**config.mk**
```make
export PLATFORM = sky130hd
export DESIGN_NAME = spllc_regs
export DESIGN_NICKNAME = d
export VERILOG_FILES = /design/src/common/spllc_pkg.sv /design/src/hw/spllc_regs.sv
export VERILOG_INCLUDE_DIRS = /design/src /design/src/common
export SDC_FILE = /design/constraint.sdc
export NUM_CORES = 1
export LEC_CHECK = 0
export ABC_AREA = 1
export BUFFER_PORTS_ARGS = -buffer_cell sky130_fd_sc_hd__clkbuf_2
export CAP_MARGIN = 40
export CORE_UTILIZATION = 49
export CTS_CLUSTER_DIAMETER = 30
export CTS_CLUSTER_SIZE = 14
export DETAILED_ROUTE_END_ITERATION = 8
export PLACE_DENSITY = 0.83
export SYNTH_ARGS = -nofsm -noshare
export SYNTH_HDL_FRONTEND = slang
export SYNTH_SLANG_ARGS = --single-unit
export TNS_END_PERCENT = 100
```
**constraint.sdc**
```tcl
create_clock -name MCLK -period 2.2 [get_ports MCLK]
set_clock_uncertainty 0.15 [all_clocks]
set_input_delay 0.33 -clock MCLK [delete_from_list [all_inputs] [get_ports MCLK]]
set_output_delay 0.33 -clock MCLK [all_outputs]
set_load 0.1 [all_outputs]
```
**src/common/spllc_consts.svh**
```systemverilog
`ifndef SPLLC_CONSTS_SVH
`define SPLLC_CONSTS_SVH

// Register offsets
`define SPLLC_ADDR_INPUT_DOUBLER_PREDIVIDER 8'h20
`define SPLLC_ADDR_FEEDBACK_PREDIV_SOURCE_MODE 8'h21
`define SPLLC_ADDR_PUMP_POWER_GAIN_CONTROL 8'h28
`define SPLLC_ADDR_PUMP_OFFSET_CURRENT 8'h29

// Reset values
`define SPLLC_RST_INPUT_DOUBLER_PREDIVIDER 8'h01
`define SPLLC_RST_FEEDBACK_PREDIV_SOURCE_MODE 8'h90
`define SPLLC_RST_PUMP_POWER_GAIN_CONTROL 8'h30
`define SPLLC_RST_PUMP_OFFSET_CURRENT 8'h00
`define SPLLC_RST_INPUT_DIVIDE 7'h01
`define SPLLC_RST_SOURCE_INVALID 1'h0
`define SPLLC_RST_PUMP_CURRENT 5'h10
`define SPLLC_RST_PUMP_OFFSET_SUM 6'h00

// Writable bit masks, reserved bits clear
`define SPLLC_MASK_INPUT_DOUBLER_PREDIVIDER 8'hFF
`define SPLLC_MASK_FEEDBACK_PREDIV_SOURCE_MODE 8'hF8
`define SPLLC_MASK_PUMP_POWER_GAIN_CONTROL 8'hBF
`define SPLLC_MASK_PUMP_OFFSET_CURRENT 8'h3F

// Field positions
`define SPLLC_BIT_DOUBLER 7
`define SPLLC_BIT_VCXO_HALVE 7
`define SPLLC_BIT_EXT_HALVE 6
`define SPLLC_POS_SOURCE 4
`define SPLLC_BIT_BYPASS 3
`define SPLLC_BIT_PUMP_PD 7
`define SPLLC_BIT_SINK_EN 5
`define SPLLC_BIT_STEP_X2 4

// Pump current figures, in 100 uA units
`define SPLLC_PUMP_BASE_X2 5'h10

`endif

```
**src/common/spllc_pkg.sv**
```systemverilog
package spllc_pkg;

	typedef enum logic [1:0] {
		SPLLC_SRC_EXT_OSC = 2'b00,
		SPLLC_SRC_SECOND_PLL = 2'b01,
		SPLLC_SRC_FIRST_PLL = 2'b10,
		SPLLC_SRC_REFERENCE = 2'b11
	} spllc_source_e;

	typedef struct packed {
		logic [7:0] doubler_prediv_r;
		logic [7:0] fb_src_mode_r;
		logic [7:0] pump_gain_r;
		logic [7:0] pump_offset_r;
		logic [7:0] rdata_r;
		logic [6:0] input_divide_r;
		logic source_invalid_r;
		logic [4:0] pump_current_r;
		logic [5:0] pump_offset_sum_r;
	} spllc_state_s;

endpackage

```
**src/hw/spllc_regs.sv**
```systemverilog
`timescale 1ns/1ns
`default_nettype none
`include "spllc_consts.svh"

// How it works
// - Doubler bit at 1 feeds the second PLL with the doubled bypass-mux output and ignores the pre-divider, at 0 the pre-divided signal.
// - The pre-divider is a 7-bit binary ratio from 1 to 127, resetting to 1 which means bypassed.
// - The VCXO halve bit resets to 1 and then doubles the total first-PLL feedback ratio, at 0 the divider alone is used.
// - The external oscillator halve bit resets to 0 (undivided) and at 1 halves the external oscillator.
// - The output source field resets to 01 and picks external osc, second PLL, first PLL or reference, code 11 only valid in bypass mode.
// - The mode bit resets to 0 for dual-PLL mode and at 1 selects synthesizer mode with the first PLL bypassed.
// - The pump power-down bit resets to 0 (powered) and at 1 powers the pump down.
// - The sink enable bit resets to 1 with sink equal to source, and at 0 disables sink current.
// - The multiplier bit resets to 1, giving 200 uA gain steps, and 100 uA steps at 0.
// - With the multiplier at 0 the gain code weighs 800, 400, 200 and 100 uA from bit 3 down.
// - With the multiplier at 1 the current is 1600 uA plus 800, 400, 200 uA for bits 2 to 0, reset giving 1.6 mA.
// - The 6-bit offset code resets to zero and adds 200, 100, 100, 50, 25, 12.5 uA from bit 5 down.
module spllc_regs
	import spllc_pkg::*;
(
	input wire logic MCLK,
	input wire logic RESET_N,
	input wire logic [7:0] REG_ADDR,
	input wire logic [7:0] REG_WDATA,
	input wire logic REG_WR,
	input wire logic REG_RD,
	output logic [7:0] REG_RDATA,
	output logic INPUT_DOUBLER_SELECT,
	output logic [6:0] SECOND_PLL_PREDIVIDER,
	output logic [6:0] SECOND_PLL_INPUT_DIVIDE,
	output logic VCXO_FEEDBACK_HALVE_SELECT,
	output logic EXTERNAL_OSC_HALVE_SELECT,
	output logic [1:0] OUTPUT_SOURCE_SELECT,
	output logic SOURCE_SELECT_INVALID,
	output logic FIRST_PLL_BYPASS_MODE,
	output logic PUMP_POWER_DOWN,
	output logic PUMP_ENABLE,
	output logic PUMP_SINK_ENABLE,
	output logic PUMP_STEP_MULTIPLIER,
	output logic [3:0] PUMP_GAIN_CODE,
	output logic [4:0] PUMP_CURRENT_100UA,
	output logic [5:0] PUMP_OFFSET_CODE,
	output logic [5:0] PUMP_OFFSET_12P5UA
);

	////////////////////////////////////////////////////////////////////////////////
	// Decoders

	localparam logic [3:0] HIT_DOUBLER = 4'h1;
	localparam logic [3:0] HIT_SOURCE = 4'h2;
	localparam logic [3:0] HIT_GAIN = 4'h4;
	localparam logic [3:0] HIT_OFFSET = 4'h8;
	localparam logic [5:0] OFFSET_WEIGHT [6] = '{6'h01, 6'h02, 6'h04, 6'h08, 6'h08, 6'h10};
	localparam logic [4:0] GAIN_WEIGHT [4] = '{5'h01, 5'h02, 5'h04, 5'h08};

	function automatic logic [3:0] addr_hit(input logic [7:0] addr);
		case (addr)
			`SPLLC_ADDR_INPUT_DOUBLER_PREDIVIDER: begin
				addr_hit = HIT_DOUBLER;
			end
			`SPLLC_ADDR_FEEDBACK_PREDIV_SOURCE_MODE: begin
				addr_hit = HIT_SOURCE;
			end
			`SPLLC_ADDR_PUMP_POWER_GAIN_CONTROL: begin
				addr_hit = HIT_GAIN;
			end
			`SPLLC_ADDR_PUMP_OFFSET_CURRENT: begin
				addr_hit = HIT_OFFSET;
			end
			default: begin
				addr_hit = 4'h0;
			end
		endcase
	endfunction

	function automatic logic [7:0] masked_write(input logic [7:0] old_v, input logic [7:0] new_v,
		input logic [7:0] mask);
		masked_write = (new_v & mask) | (old_v & ~mask);
	endfunction

	function automatic logic [4:0] pump_current(input logic x2, input logic [3:0] gain);
		logic [4:0] sum;
		sum = x2 ? `SPLLC_PUMP_BASE_X2 : 5'h00;
		for (int i = 0; i < 3; i++) begin
			if (gain[i]) begin
				sum = sum + (x2 ? GAIN_WEIGHT[i + 1] : GAIN_WEIGHT[i]);
			end
		end
		if (gain[3] && !x2) begin
			sum = sum + GAIN_WEIGHT[3];
		end
		pump_current = sum;
	endfunction

	function automatic logic [5:0] offset_current(input logic [5:0] code);
		logic [5:0] sum;
		sum = 6'h00;
		for (int i = 0; i < 6; i++) begin
			if (code[i]) begin
				sum = sum + OFFSET_WEIGHT[i];
			end
		end
		offset_current = sum;
	endfunction

	function automatic logic [6:0] input_divide(input logic [7:0] value);
		if (value[`SPLLC_BIT_DOUBLER]) begin
			input_divide = 7'h01;
		end else begin
			input_divide = value[6:0];
		end
	endfunction

	function automatic logic source_invalid(input logic [7:0] value);
		source_invalid = (value[`SPLLC_POS_SOURCE +: 2] == SPLLC_SRC_REFERENCE)
			&& !value[`SPLLC_BIT_BYPASS];
	endfunction

	////////////////////////////////////////////////////////////////////////////////
	// State

	spllc_state_s st_r;
	spllc_state_s st_nxt;
	logic [3:0] wr_hit;
	logic [3:0] rd_hit;

	assign wr_hit = REG_WR ? addr_hit(REG_ADDR) : 4'h0;
	assign rd_hit = REG_RD ? addr_hit(REG_ADDR) : 4'h0;

	always_comb begin
		st_nxt = st_r;
		st_nxt.rdata_r = 8'h00;
		if (REG_WR) begin
			case (wr_hit)
				HIT_DOUBLER: begin
					st_nxt.doubler_prediv_r = masked_write(st_r.doubler_prediv_r, REG_WDATA,
						`SPLLC_MASK_INPUT_DOUBLER_PREDIVIDER);
				end
				HIT_SOURCE: begin
					st_nxt.fb_src_mode_r = masked_write(st_r.fb_src_mode_r, REG_WDATA,
						`SPLLC_MASK_FEEDBACK_PREDIV_SOURCE_MODE);
				end
				HIT_GAIN: begin
					st_nxt.pump_gain_r = masked_write(st_r.pump_gain_r, REG_WDATA,
						`SPLLC_MASK_PUMP_POWER_GAIN_CONTROL);
				end
				HIT_OFFSET: begin
					st_nxt.pump_offset_r = masked_write(st_r.pump_offset_r, REG_WDATA,
						`SPLLC_MASK_PUMP_OFFSET_CURRENT);
				end
				default: begin
				end
			endcase
		end
		if (REG_RD) begin
			case (rd_hit)
				HIT_DOUBLER: begin
					st_nxt.rdata_r = st_r.doubler_prediv_r;
				end
				HIT_SOURCE: begin
					st_nxt.rdata_r = st_r.fb_src_mode_r;
				end
				HIT_GAIN: begin
					st_nxt.rdata_r = st_r.pump_gain_r;
				end
				HIT_OFFSET: begin
					st_nxt.rdata_r = st_r.pump_offset_r;
				end
				default: begin
					st_nxt.rdata_r = 8'h00;
				end
			endcase
		end

		// Derived outputs, registered with their fields
		st_nxt.input_divide_r = input_divide(st_nxt.doubler_prediv_r);
		st_nxt.source_invalid_r = source_invalid(st_nxt.fb_src_mode_r);
		st_nxt.pump_current_r = pump_current(st_nxt.pump_gain_r[`SPLLC_BIT_STEP_X2],
			st_nxt.pump_gain_r[3:0]);
		st_nxt.pump_offset_sum_r = offset_current(st_nxt.pump_offset_r[5:0]);
	end

	always_ff @(posedge MCLK) begin
		if (!RESET_N) begin
			st_r.doubler_prediv_r <= `SPLLC_RST_INPUT_DOUBLER_PREDIVIDER;
			st_r.fb_src_mode_r <= `SPLLC_RST_FEEDBACK_PREDIV_SOURCE_MODE;
			st_r.pump_gain_r <= `SPLLC_RST_PUMP_POWER_GAIN_CONTROL;
			st_r.pump_offset_r <= `SPLLC_RST_PUMP_OFFSET_CURRENT;
			st_r.rdata_r <= 8'h00;
			st_r.input_divide_r <= `SPLLC_RST_INPUT_DIVIDE;
			st_r.source_invalid_r <= `SPLLC_RST_SOURCE_INVALID;
			st_r.pump_current_r <= `SPLLC_RST_PUMP_CURRENT;
			st_r.pump_offset_sum_r <= `SPLLC_RST_PUMP_OFFSET_SUM;
		end else begin
			st_r <= st_nxt;
		end
	end

	////////////////////////////////////////////////////////////////////////////////
	// Outputs

	assign REG_RDATA = st_r.rdata_r;
	assign INPUT_DOUBLER_SELECT = st_r.doubler_prediv_r[`SPLLC_BIT_DOUBLER];
	assign SECOND_PLL_PREDIVIDER = st_r.doubler_prediv_r[6:0];
	assign SECOND_PLL_INPUT_DIVIDE = st_r.input_divide_r;
	assign VCXO_FEEDBACK_HALVE_SELECT = st_r.fb_src_mode_r[`SPLLC_BIT_VCXO_HALVE];
	assign EXTERNAL_OSC_HALVE_SELECT = st_r.fb_src_mode_r[`SPLLC_BIT_EXT_HALVE];
	assign OUTPUT_SOURCE_SELECT = st_r.fb_src_mode_r[`SPLLC_POS_SOURCE +: 2];
	assign FIRST_PLL_BYPASS_MODE = st_r.fb_src_mode_r[`SPLLC_BIT_BYPASS];
	assign SOURCE_SELECT_INVALID = st_r.source_invalid_r;
	assign PUMP_POWER_DOWN = st_r.pump_gain_r[`SPLLC_BIT_PUMP_PD];
	assign PUMP_ENABLE = !PUMP_POWER_DOWN;
	assign PUMP_SINK_ENABLE = st_r.pump_gain_r[`SPLLC_BIT_SINK_EN];
	assign PUMP_STEP_MULTIPLIER = st_r.pump_gain_r[`SPLLC_BIT_STEP_X2];
	assign PUMP_GAIN_CODE = st_r.pump_gain_r[3:0];
	assign PUMP_CURRENT_100UA = st_r.pump_current_r;
	assign PUMP_OFFSET_CODE = st_r.pump_offset_r[5:0];
	assign PUMP_OFFSET_12P5UA = st_r.pump_offset_sum_r;

endmodule // spllc_regs
`default_nettype wire

```
# Word level (Yosys, flattened, before mapping)
# Cells that the tools add are included.
[word_totals] regBits=59 inputBits=20 elab_cells=71
[op_classes] add_sub_neg=9 n_eq_ne=13 mux=23 n_bitwise=4 n_reduce_logical=10
[op_table] op="8-bit by 6-bit == test with 1-bit output (second input constant)" count=4
[op_table] op="32-bit two-way mux" count=1
[op_table] op="8-bit two-way mux" count=4
[op_table] op="8-bit one-hot mux with 4 select lines" count=1
[op_table] op="6-bit two-way mux" count=5
[op_table] op="5-bit two-way mux" count=5
[op_table] op="4-bit one-hot mux with 4 select lines" count=1
[op_table] op="6-bit by 4-bit adder with 6-bit output (second input constant)" count=2
[op_table] op="4-bit two-way mux" count=3
[op_table] op="4-bit by 1-bit == test with 1-bit output (second input constant)" count=2
[op_table] op="4-bit by 2-bit == test with 1-bit output (second input constant)" count=2
[op_table] op="4-bit by 3-bit == test with 1-bit output (second input constant)" count=2
[op_table] op="4-bit == test (second input constant)" count=2
[op_table] op="6-bit by 8-bit bitwise OR with 8-bit output" count=1
[op_table] op="8-bit by 3-bit bitwise OR with 8-bit output" count=1
[op_table] op="8-bit by 7-bit bitwise OR with 8-bit output" count=1
[op_table] op="2-bit AND reduction" count=4
[op_table] op="6-bit by 2-bit adder with 6-bit output (second input constant)" count=1
[op_table] op="6-bit by 3-bit adder with 6-bit output (second input constant)" count=1
[op_table] op="6-bit by 5-bit adder with 6-bit output (second input constant)" count=1
[op_table] op="5-bit by 2-bit adder with 5-bit output" count=1
[op_table] op="5-bit by 3-bit adder with 5-bit output" count=1
[op_table] op="5-bit by 4-bit adder with 5-bit output" count=1
[op_table] op="5-bit by 4-bit adder with 5-bit output (second input constant)" count=1
[op_table] op="8 further kinds" count=11

# Depth between registers and ports, before layout
# Gate-level depths: netlist (run 1).
[logic_depth] ltp_word=17 depth_mapped=12

# Worst setup path before layout (run 1)
# No wires, ideal clock.
[synth_path] kind="register to register" from="register st_r, in the netlist PUMP_POWER_DOWN" to="register st_r, in the netlist REG_RDATA[7]" arrival_time_ps=2043 required_time_ps=1980 path_slack_ps=-63 stages_incl_launch_ff=5 path_buffers=0 cell_sequence="dfxtp_1 inv_1 o22ai_1 inv_1 a21oi_1"
[synth_between] elab_chain_len=1
[synth_rtl] item="start: declaration" line="spllc_regs.sv:122" source="spllc_state_s st_r;"
[synth_rtl] item="start signal: assignment" line="spllc_regs.sv:195" source="st_r <= st_nxt;"
[synth_rtl] item="8-bit one-hot mux with 4 select lines" line="spllc_regs.sv:156" source="case (rd_hit)"
# Every way passes these cells.
# A chain may end at the register's enable or synchronous reset.

# Final worst setup path (run 1)
[layout_path] from="input REG_ADDR[2]" to="register st_r, in the netlist PUMP_CURRENT_100UA[3]"
[layout_between] elab_chain_len=15
[layout_rtl] item="start: declaration" line="spllc_regs.sv:23" source="input wire logic [7:0] REG_ADDR,"
[layout_rtl] item="8-bit by 6-bit == test with 1-bit output" line="spllc_regs.sv:57" source="case (addr)"
[layout_rtl] item="4-bit one-hot mux with 4 select lines *" line="spllc_regs.sv:57"
[layout_rtl] item="4-bit two-way mux *" line="spllc_regs.sv:127" source="assign wr_hit = REG_WR ? addr_hit(REG_ADDR) : 4'h0;"
[layout_rtl] item="4-bit by 3-bit == test with 1-bit output *" line="spllc_regs.sv:134" source="case (wr_hit)"
[layout_rtl] item="8-bit two-way mux *" line="spllc_regs.sv:134"
[layout_rtl] item="32-bit two-way mux *" line="spllc_regs.sv:133" source="if (REG_WR) begin"
[layout_rtl] item="2-bit two-way mux" line="spllc_regs.sv:86" source="sum = sum + (x2 ? GAIN_WEIGHT[i + 1] : GAIN_WEIGHT[i]);"
[layout_rtl] item="5-bit by 2-bit adder with 5-bit output" line="spllc_regs.sv:86"
[layout_rtl] item="5-bit two-way mux" line="spllc_regs.sv:85" source="if (gain[i]) begin"
[layout_rtl] item="5-bit by 3-bit adder with 5-bit output" line="spllc_regs.sv:86"
[layout_rtl] item="5-bit two-way mux" line="spllc_regs.sv:85"
[layout_rtl] item="5-bit by 4-bit adder with 5-bit output" line="spllc_regs.sv:86"
[layout_rtl] item="5-bit two-way mux" line="spllc_regs.sv:85"
[layout_rtl] item="5-bit by 4-bit adder with 5-bit output" line="spllc_regs.sv:90" source="sum = sum + GAIN_WEIGHT[3];"
[layout_rtl] item="5-bit two-way mux *" line="spllc_regs.sv:89" source="if (gain[3] && !x2) begin"
# Every way passes the cells marked *; elsewhere a longest branch is shown, timed or not.

==> results of run 1 <==
worst max path at each step:
stage	slack, ns	to	from	cells past startpoint
floorplan	0.21	PUMP_CURRENT_100UA[3]$_SDFF_PN0_	PUMP_STEP_MULTIPLIER$_SDFF_PN1_	8
global placement	0.20	PUMP_CURRENT_100UA[4]$_SDFF_PN1_	REG_ADDR[2]	12
detailed placement	0.14	PUMP_CURRENT_100UA[3]$_SDFF_PN0_	REG_ADDR[2]	13
CTS	0.46	PUMP_CURRENT_100UA[3]$_SDFF_PN0_	REG_ADDR[2]	13
global route	0.28	PUMP_CURRENT_100UA[3]$_SDFF_PN0_	REG_ADDR[1]	13
finish	0.45	PUMP_CURRENT_100UA[3]$_SDFF_PN0_	REG_ADDR[2]	13
worst reg2reg max path, cell delays in order (launching register included):
cell	delay (ns)
dfxtp_1	0.35
nand2_2	0.08
nand2_2	0.10
fa_1	0.50
inv_1	0.07
a21oi_1	0.05
nand2_1	0.08
nand2_1	0.05
nor2_1	0.09
power by group:
part / leakage [nW] / internal [mW] / switching, mW / total, mW
Combinational: 0.859 / 0.0273 / 0.0769 / 0.104
Clock: 0.0383 / 0.220 / 0.289 / 0.508
Sequential: 0.404 / 0.907 / 0.00198 / 0.909
Total: 1.30 / 1.15 / 0.368 / 1.52
synthesized netlist by cell type, types with 4 or more instances:
master	n
o21ai_0	11
inv_1	49
a21oi_1	16
inv_2	4
o21ai_1	4
o22ai_1	6
nand2_2	8
buf_4	4
dfxtp_1	50
nand2_1	35
nor2_1	36
nand3_1	9
routing by layer:
layer | track usage [%] | up-vias
met5 | 0 | -
met4 | 12.24 | 0
met3 | 4.667 | 12
met2 | 36.76 | 86
met1 | 30.70 | 870
li1 | - | 1010
cell families after synthesis:
group,Yosys count
simple gates,106
buf+inv,64
flops,50
compound gates,49
mux,2
fa+ha+maj,2
other cells,1
layout make-up:
| class | count | area (um2) | area share, % |
|---|---|---|---|
| sequential | 50 | 1002 | 37.94 |
| multi-input combinational | 161 | 883.3 | 33.44 |
| timing repair buffer | 79 | 410.4 | 15.54 |
| inverter | 54 | 206.4 | 7.816 |
| clock buffer | 7 | 76.32 | 2.890 |
| tap | 50 | 62.56 | 2.369 |
through the flow:
step	cells	utilization (%)	hold slack, ns	instance area, um2
after floorplan	275	-	0.3230	2156
after global routing	401	64.18	0.1539	2641
after global placement	394	62.33	0.3253	2565
final	401	64.18	0.1441	2641
after CTS	401	64.18	0.1505	2641
after detailed placement	394	62.33	0.3369	2565
state kept, by name (all words and copies together), names as in the netlist:
name	flops
SOURCE_SELECT_INVALID	1
PUMP_POWER_DOWN	1
INPUT_DOUBLER_SELECT	1
PUMP_GAIN_CODE	4
VCXO_FEEDBACK_HALVE_SELECT	1
PUMP_SINK_ENABLE	1
SECOND_PLL_PREDIVIDER	7
OUTPUT_SOURCE_SELECT	2
FIRST_PLL_BYPASS_MODE	1
EXTERNAL_OSC_HALVE_SELECT	1
SECOND_PLL_INPUT_DIVIDE	7
PUMP_CURRENT_100UA	5
PUMP_STEP_MULTIPLIER	1
PUMP_OFFSET_12P5UA	3
PUMP_OFFSET_CODE	6
REG_RDATA	8
==> metrics.md, run 1 <==
| Metric | Value |
|---|---|
| DIE AREA | `4651 um2` |
| Main combinational cell family by area after synthesis | `simple AND/OR/NAND/NOR gates` |
| Met2 wire len | `2282 um` |
| Power Density | `575.9 nW/um2` |
| Simple-gate area share of the yosys netlist | `24.71%` |
| Final #Nets | `373` |
| Number of primary I/O pins | `74` |
| Leakage | `1.301 nW` |
| Final hold vios | `0` |
| EDFF count, synth | `0` |
| Placer congestion estimate | `0.8764` |
| Share of cells above drive strength 1 | `32.48%` |
| CP Buf/Inv Count | `3` |
| CP max stage cell | `fa_1` |
| Worst hold path type | `input pin to flop` |
| Global-route wire length before repair | `7969 um` |
| Dominant synthesized flop cell | `dfxtp_1` |
| Top Layer Used | `met4` |
| Post-CTS setup repair buffer count | `0` |
| Synthesis warning total | `0` |
| Largest net degree at the start of global routing | `19` |
| Unrepaired setup endpoints after global routing | `no` |
| DRT iter0 DRCs | `119` |
| Finish-stage setup viols | `0` |
| Time the worst path needs with I/O delays and setup | `1.747 ns` |
| Post-synthesis cell count | `274` |
| Worst Hold Depth | `3` |
| Fmax | `572.3 MHz` |
| CTS tree | `built` |
| Worst setup EP type | `flop` |
| Most common cell after layout, fill and taps aside | `clkbuf_2` |
| End of the worst register-to-register path | `PUMP_CURRENT_100UA[3]$_SDFF_PN0_` |
| Max VDD drop | `0.3738 mV` |
| Worst setup SP type | `input pin` |
| Final Max Tran Viols | `0` |
| Asr flop ratio synth | `0%` |
| Routed wl met3 | `419 um` |
| CORE AREA | `4115 um2` |
| Routed length per instance | `12.58 um` |
| Final wirelength | `5046 um` |
| Area leader, netlist | `dfxtp_1` |
| H-tree levels | `2` |
| Area of the mapped netlist | `2147 um2` |
| Clock sinks | `50` |
| Root Driver | `clkbuf_8` |
| Via/cell ratio | `4.933` |
| Cell variety after synth | `40` |
| Maxcap violations | `0` |
| Area delta synth->final | `23.02%` |
| Largest cells by area after synthesis | `dfxtp_1 (47%), inv_1 (8.6%), nor2_1 (6.3%)` |
| Sequential area share after synthesis | `46.62%` |
| WP data required | `2.30 ns` |
| Post-synthesis mux area share | `0.9907%` |
| First-pass DRT Iterations | `4` |
| Final worst-path cycle share | `79.42%` |
| Post-Synth Adder-Cell Area | `1.515%` |
| Initial antenna violation count | `0` |
| Port bufs | `73` |
| #FFs+latches synth | `50` |
| Avg Cell Area, Syn | `7.836 um2` |
| Clk Latency, worst-skew pair | `0.31 ns` |
| Antenna-violating nets left | `0` |
| Worst-path cell chain | `clkbuf_2 -> inv_1 -> nand2_2 -> nor2_4 -> nand3_2 -> nand2_2 -> nand2_2 -> fa_1 -> inv_1 -> a21oi_1 -> nand2_1 -> nand2_1 -> nor2_1` |
| Worst setup margin | `0.4528 ns` |
| Setup slack, reg-to-reg | `0.63 ns` |
| Clock Path Buffers | `2` |
| Most frequent cells in the layout | `clkbuf_2 (73), dfxtp_1 (49), inv_1 (48)` |
| Initial Util | `52.17%` |
| Post-synth top area share | `46.62%` |
| Synth Area in Compound Gates | `13.58%` |
| Hold Crit Start | `REG_WDATA[6]` |
| Vias in the first global route | `1768` |
| Crit path kind | `input pin to flop` |
| GRT Residual Overflow | `0` |
| R2R depth | `8` |
| PostCTS Resize Cnt | `0` |
| Diodes inserted | `0` |
| Status | `complete, no violations` |
| DRT met1 WL | `2223 um` |
| Most frequent CP cell | `nand2_2` |
| Pwr Total | `1.521 mW` |
| R2r startpoint | `PUMP_STEP_MULTIPLIER$_SDFF_PN1_` |
| Critical-path maximum fanout | `5` |
| Number of fill cells | `392` |
| Data arrival time of the worst path | `1.84 ns` |
| Slew HR | `63.22%` |
| DRC Markers | `0` |
| DP HPWL | `3908 um` |
| Measured slew at the worst slew-check pin | `0.5540 ns` |
| CTS buffer count | `5` |
| Hold endpoint | `EXTERNAL_OSC_HALVE_SELECT$_SDFFE_PN0P_` |
| Final TNS setup | `0 ns` |
| GRT Util Overall | `23.62%` |
| Placement Rows | `23` |
| Post-Synth XOR/XNOR Area | `0%` |
| Top delay family on crit path | `simple AND/OR/NAND/NOR gates` |
| Die Ht | `68.20 um` |
| Clock-pin slew on the worst setup and hold paths | `0.09 ns` |
| Place WS | `0.1401 ns` |
| Max incr delay on CP | `0.50 ns` |
| Cts hold-fix bufs | `0` |
| Die W | `68.20 um` |
| Vias | `1978` |
No activity file was read; power rests on OpenSTA's default activity.
==> run 2: changes to the inputs <==
--- a/config.mk
+++ b/config.mk
@@ -6,14 +6,14 @@
 export SDC_FILE = /design/constraint.sdc
 export NUM_CORES = 1
 export LEC_CHECK = 0
-export ABC_AREA = 1
+export ABC_AREA = 0
 export BUFFER_PORTS_ARGS = -buffer_cell sky130_fd_sc_hd__clkbuf_2
 export CAP_MARGIN = 40
-export CORE_UTILIZATION = 49
+export CORE_UTILIZATION = 50
 export CTS_CLUSTER_DIAMETER = 30
 export CTS_CLUSTER_SIZE = 14
 export DETAILED_ROUTE_END_ITERATION = 8
-export PLACE_DENSITY = 0.83
+export PLACE_DENSITY = 0.84
 export SYNTH_ARGS = -nofsm -noshare
 export SYNTH_HDL_FRONTEND = slang
 export SYNTH_SLANG_ARGS = --single-unit
==> constraint.sdc (replaced) <==
create_clock -name MCLK -period 1.7 [get_ports MCLK]
set_clock_uncertainty 0.15 [all_clocks]
set_input_delay 0.255 -clock MCLK [delete_from_list [all_inputs] [get_ports MCLK]]
set_output_delay 0.255 -clock MCLK [all_outputs]
set_load 0.1 [all_outputs]
==> metrics.md, run 2 <==
| Metric | Value |
|---|---|
| Status | `finished with violations` |
| Failing checks | `negative setup slack` |
| CP startpoint | `REG_ADDR[1]` |
| Worst setup EP type | `flop` |
| Synthesis warning total | `0 (unchanged)` |
| Power Density | `688.3 nW/um2 (+20%)` |
| Max incr delay on CP | `0.48 ns (-0.02 ns)` |
| DRC Markers | `0 (unchanged)` |
| GRT Residual Overflow | `0 (unchanged)` |
| Placement Rows | `24 (+4.3%)` |
| Antenna-violating nets left | `0 (unchanged)` |
| Clk Latency, worst-skew pair | `0.30 ns (about the same)` |
| Clock Path Buffers | `2 (unchanged)` |
| R2r startpoint | `PUMP_STEP_MULTIPLIER$_SDFF_PN1_` |
| Unrepaired setup endpoints after global routing | `yes` |
| Area of the mapped netlist | `2252 um2 (+4.9%)` |
| Cts hold-fix bufs | `0 (unchanged)` |
| Dominant synthesized flop cell | `dfxtp_1` |
| GRT Util Overall | `23.85% (+0.23 points)` |
| Clock sinks | `50 (unchanged)` |
| Hold Crit Start | `REG_WDATA[6]` |
| Die W | `69.12 um (+1.3%)` |
| Root Driver | `clkbuf_8` |
| Levels on crit path | `9 (-4)` |
| Max VDD drop | `0.3270 mV (-13%)` |
| CP max stage cell | `fa_2` |
| Data arrival time of the worst path | `2.28 ns (+0.44 ns)` |
| Leakage | `1.305 nW (+0.29%)` |
| Worst setup SP type | `input pin` |
| R2R depth | `6 (-2)` |
| Cell variety after synth | `47 (+18%)` |
| Area leader, netlist | `dfxtp_1` |
| CORE AREA | `4354 um2 (+5.8%)` |
| Final hold vios | `0 (unchanged)` |
| Slew HR | `63.07% (-0.15 points)` |
| Measured slew at the worst slew-check pin | `0.5563 ns (+0.002328 ns)` |
| Final worst-path cycle share | `130.4%` |
| Die Ht | `69.12 um (+1.3%)` |
| DRT met1 WL | `2480 um (+12%)` |
| EDFF count, synth | `0 (unchanged)` |
| Final core occ | `69.63% (+5.4 points)` |
| Initial Util | `51.72% (-0.45 points)` |
| Final Max Tran Viols | `0 (unchanged)` |
| Largest register FFs | `8 (unchanged)` |
| WP data required | `1.76 ns (-0.54 ns)` |
| Placed Cells | `375 (-4.8%)` |
| #FFs+latches synth | `50 (unchanged)` |
| Met2 wire len | `2862 um (+25%)` |
| Final #Nets | `355 (-4.8%)` |
| Via/cell ratio | `5.687 (+15%)` |
| Routed wl met3 | `363 um (-13%)` |
| Top Layer Used | `met4` |
| Most frequent cells in the layout | `clkbuf_2 (68), dfxtp_1 (41), nand2_1 (27), buf_4 (27), nor2_1 (14)` |
| Area delta synth->final | `34.61%` |
| H-tree levels | `2 (unchanged)` |
| Post-synth top cells | `dfxtp_1 (50), nand2_1 (28), nor2_1 (14)` |
| Fmax | `451.0 MHz` |
| Top delay family on crit path | `compound AO/OA/AOI/OAI gates` |
| Maxcap violations | `0 (unchanged)` |
| Final TNS setup | `-0.9242 ns (-0.9242 ns)` |
| Most frequent cell after synthesis | `dfxtp_1` |
| Post-synth top area share | `44.44% (-2.2 points)` |
| Number of primary I/O pins | `74 (unchanged)` |
| Worst Hold Depth | `3 (unchanged)` |
| Port bufs | `73 (unchanged)` |
| Worst-path cell chain | `buf_6 -> nor4b_4 -> and3_4 -> mux2_4 -> fa_2 -> a21o_1 -> a21oi_1 -> a21oi_1 -> a21o_1` |
| Crit path kind | `input pin to flop` |
| Largest net degree at the start of global routing | `32 (+13)` |
| Initial antenna violation count | `0 (unchanged)` |
| Time the worst path needs with I/O delays and setup | `2.217 ns` |
| Critical-path maximum fanout | `6 (+1)` |
| Finish-stage setup viols | `2 (+2)` |
| First-pass DRT Iterations | `4 (unchanged)` |
| Worst hold path type | `input pin to flop` |
| Vias in the first global route | `1969 (+11%)` |
| DIE AREA | `4777 um2 (+2.7%)` |
| Routed length per instance | `15.10 um (+20%)` |
| Global-route wire length before repair | `9204 um (+15%)` |
| Post-synthesis cell count | `249 (-9.1%)` |
| Vias | `2195 (+11%)` |
| Diodes inserted | `0 (unchanged)` |
| DRT iter0 DRCs | `200 (+68%)` |
| CP Buf/Inv Count | `1 (-2)` |
| Worst setup margin | `-0.5173 ns (-0.9701 ns)` |
| Pwr Total | `2.087 mW (+37%)` |
| Clock-pin slew on the worst setup and hold paths | `0.09 ns (about the same)` |
| CTS buffer count | `5 (unchanged)` |
| Sequential area share after synthesis | `44.44% (-2.2 points)` |
| Number of fill cells | `335 (-15%)` |
| Non-filler instance count after layout | `386 (-3.7%)` |
| Final wirelength | `5827 um (+15%)` |
| DP HPWL | `4105 um (+5.0%)` |
| Asr flop ratio synth | `0% (unchanged)` |
| CTS tree | `built` |
| Avg Cell Area, Syn | `9.045 um2 (+15%)` |
| Placer congestion estimate | `0.8253 (-5.8%)` |
| Largest cells by area after synthesis | `dfxtp_1 (44%), nand2_1 (4.7%), mux2i_1 (3.1%)` |
| Most common cell after layout, fill and taps aside | `clkbuf_2` |
| Share of cells above drive strength 1 | `43.71% (+11 points)` |
-- run 2: cell types whose count changed after synthesis, sizes merged, moves of 6 or more --
cell,change
nor2b,+8
inv,-47
a22oi,+6
mux2i,+6
o31ai,+7
clkbuf,+11
a21oi,-7
nand2,-15
o22ai,-6
nand4b,+7
nor2,-27
-- run 2: logic make-up (layout without fill, tap and decap cells) --
family	Yosys count	count (layout)	synth area share (%)
AO/OA/AOI/OAI	54	54	15.50
XOR/XNOR	2	2	0.7779
adder cells (fa/ha/maj)	2	2	1.444
buffers and inverters	29	113	6.222
flip-flops	50	50	44.44
multiplexers	14	14	7.111
other	1	2	0.1665
AND/OR/NAND/NOR	97	97	24.33
-- run 2: tightest hold or removal path, cell delays in order --
cell and delay [ns]:
clkbuf_2 0.10, nand2_1 0.05, o21ai_1 0.05
-- run 2: final timing paths --
path                                            end  slack (ns)
min          EXTERNAL_OSC_HALVE_SELECT$_SDFFE_PN0P_        0.04
max reg2reg        PUMP_CURRENT_100UA[4]$_SDFF_PN1_       -0.27
min reg2reg            PUMP_POWER_DOWN$_SDFFE_PN0P_        0.33
max                PUMP_CURRENT_100UA[4]$_SDFF_PN1_       -0.52
-- run 2: layout make-up --
type                       instances  area, um2  area share (%)
multi-input combinational        171       1241           40.94
sequential                        50       1015           33.47
timing repair buffer              99      596.8           19.69
clock buffer                       7      86.33           2.848
tap                               52      65.06           2.146
inverter                           6      22.52          0.7429
clock inverter                     1      5.005          0.1651
-- run 2: timing repair --
item	in CTS	in global routing
hold endpoints to repair	0	0
cloned	0	0
pin swaps	3	7
endpoints found under the setup margin	3	5
buffers inserted	2	2
resized for setup	7	14
-- run 2: where the power goes --
part	internal, mW	switching [mW]
clock network	0.329	0.378
logic	0.0877	0.121
registers	1.17	0.00109
-- run 2: routing by layer --
layer	vias up	global-route usage (%)
met5	-	0
met4	0	10.20
met3	11	5.848
met2	103	38.19
met1	1033	30.54
li1	1048	-
-- run 2: metrics by stage --
step	hold WS [ns]	setup slack (ns)	area [um2]
2_1_floorplan	0.1785	-0.6548	2305
3_3_place_gp	0.3145	-0.7668	2819
3_5_place_dp	0.3166	-0.8213	2819
4_1_cts	0.03903	-0.4897	2958
5_1_grt	0.04724	-0.6049	3032
6_report	0.04381	-0.5173	3032
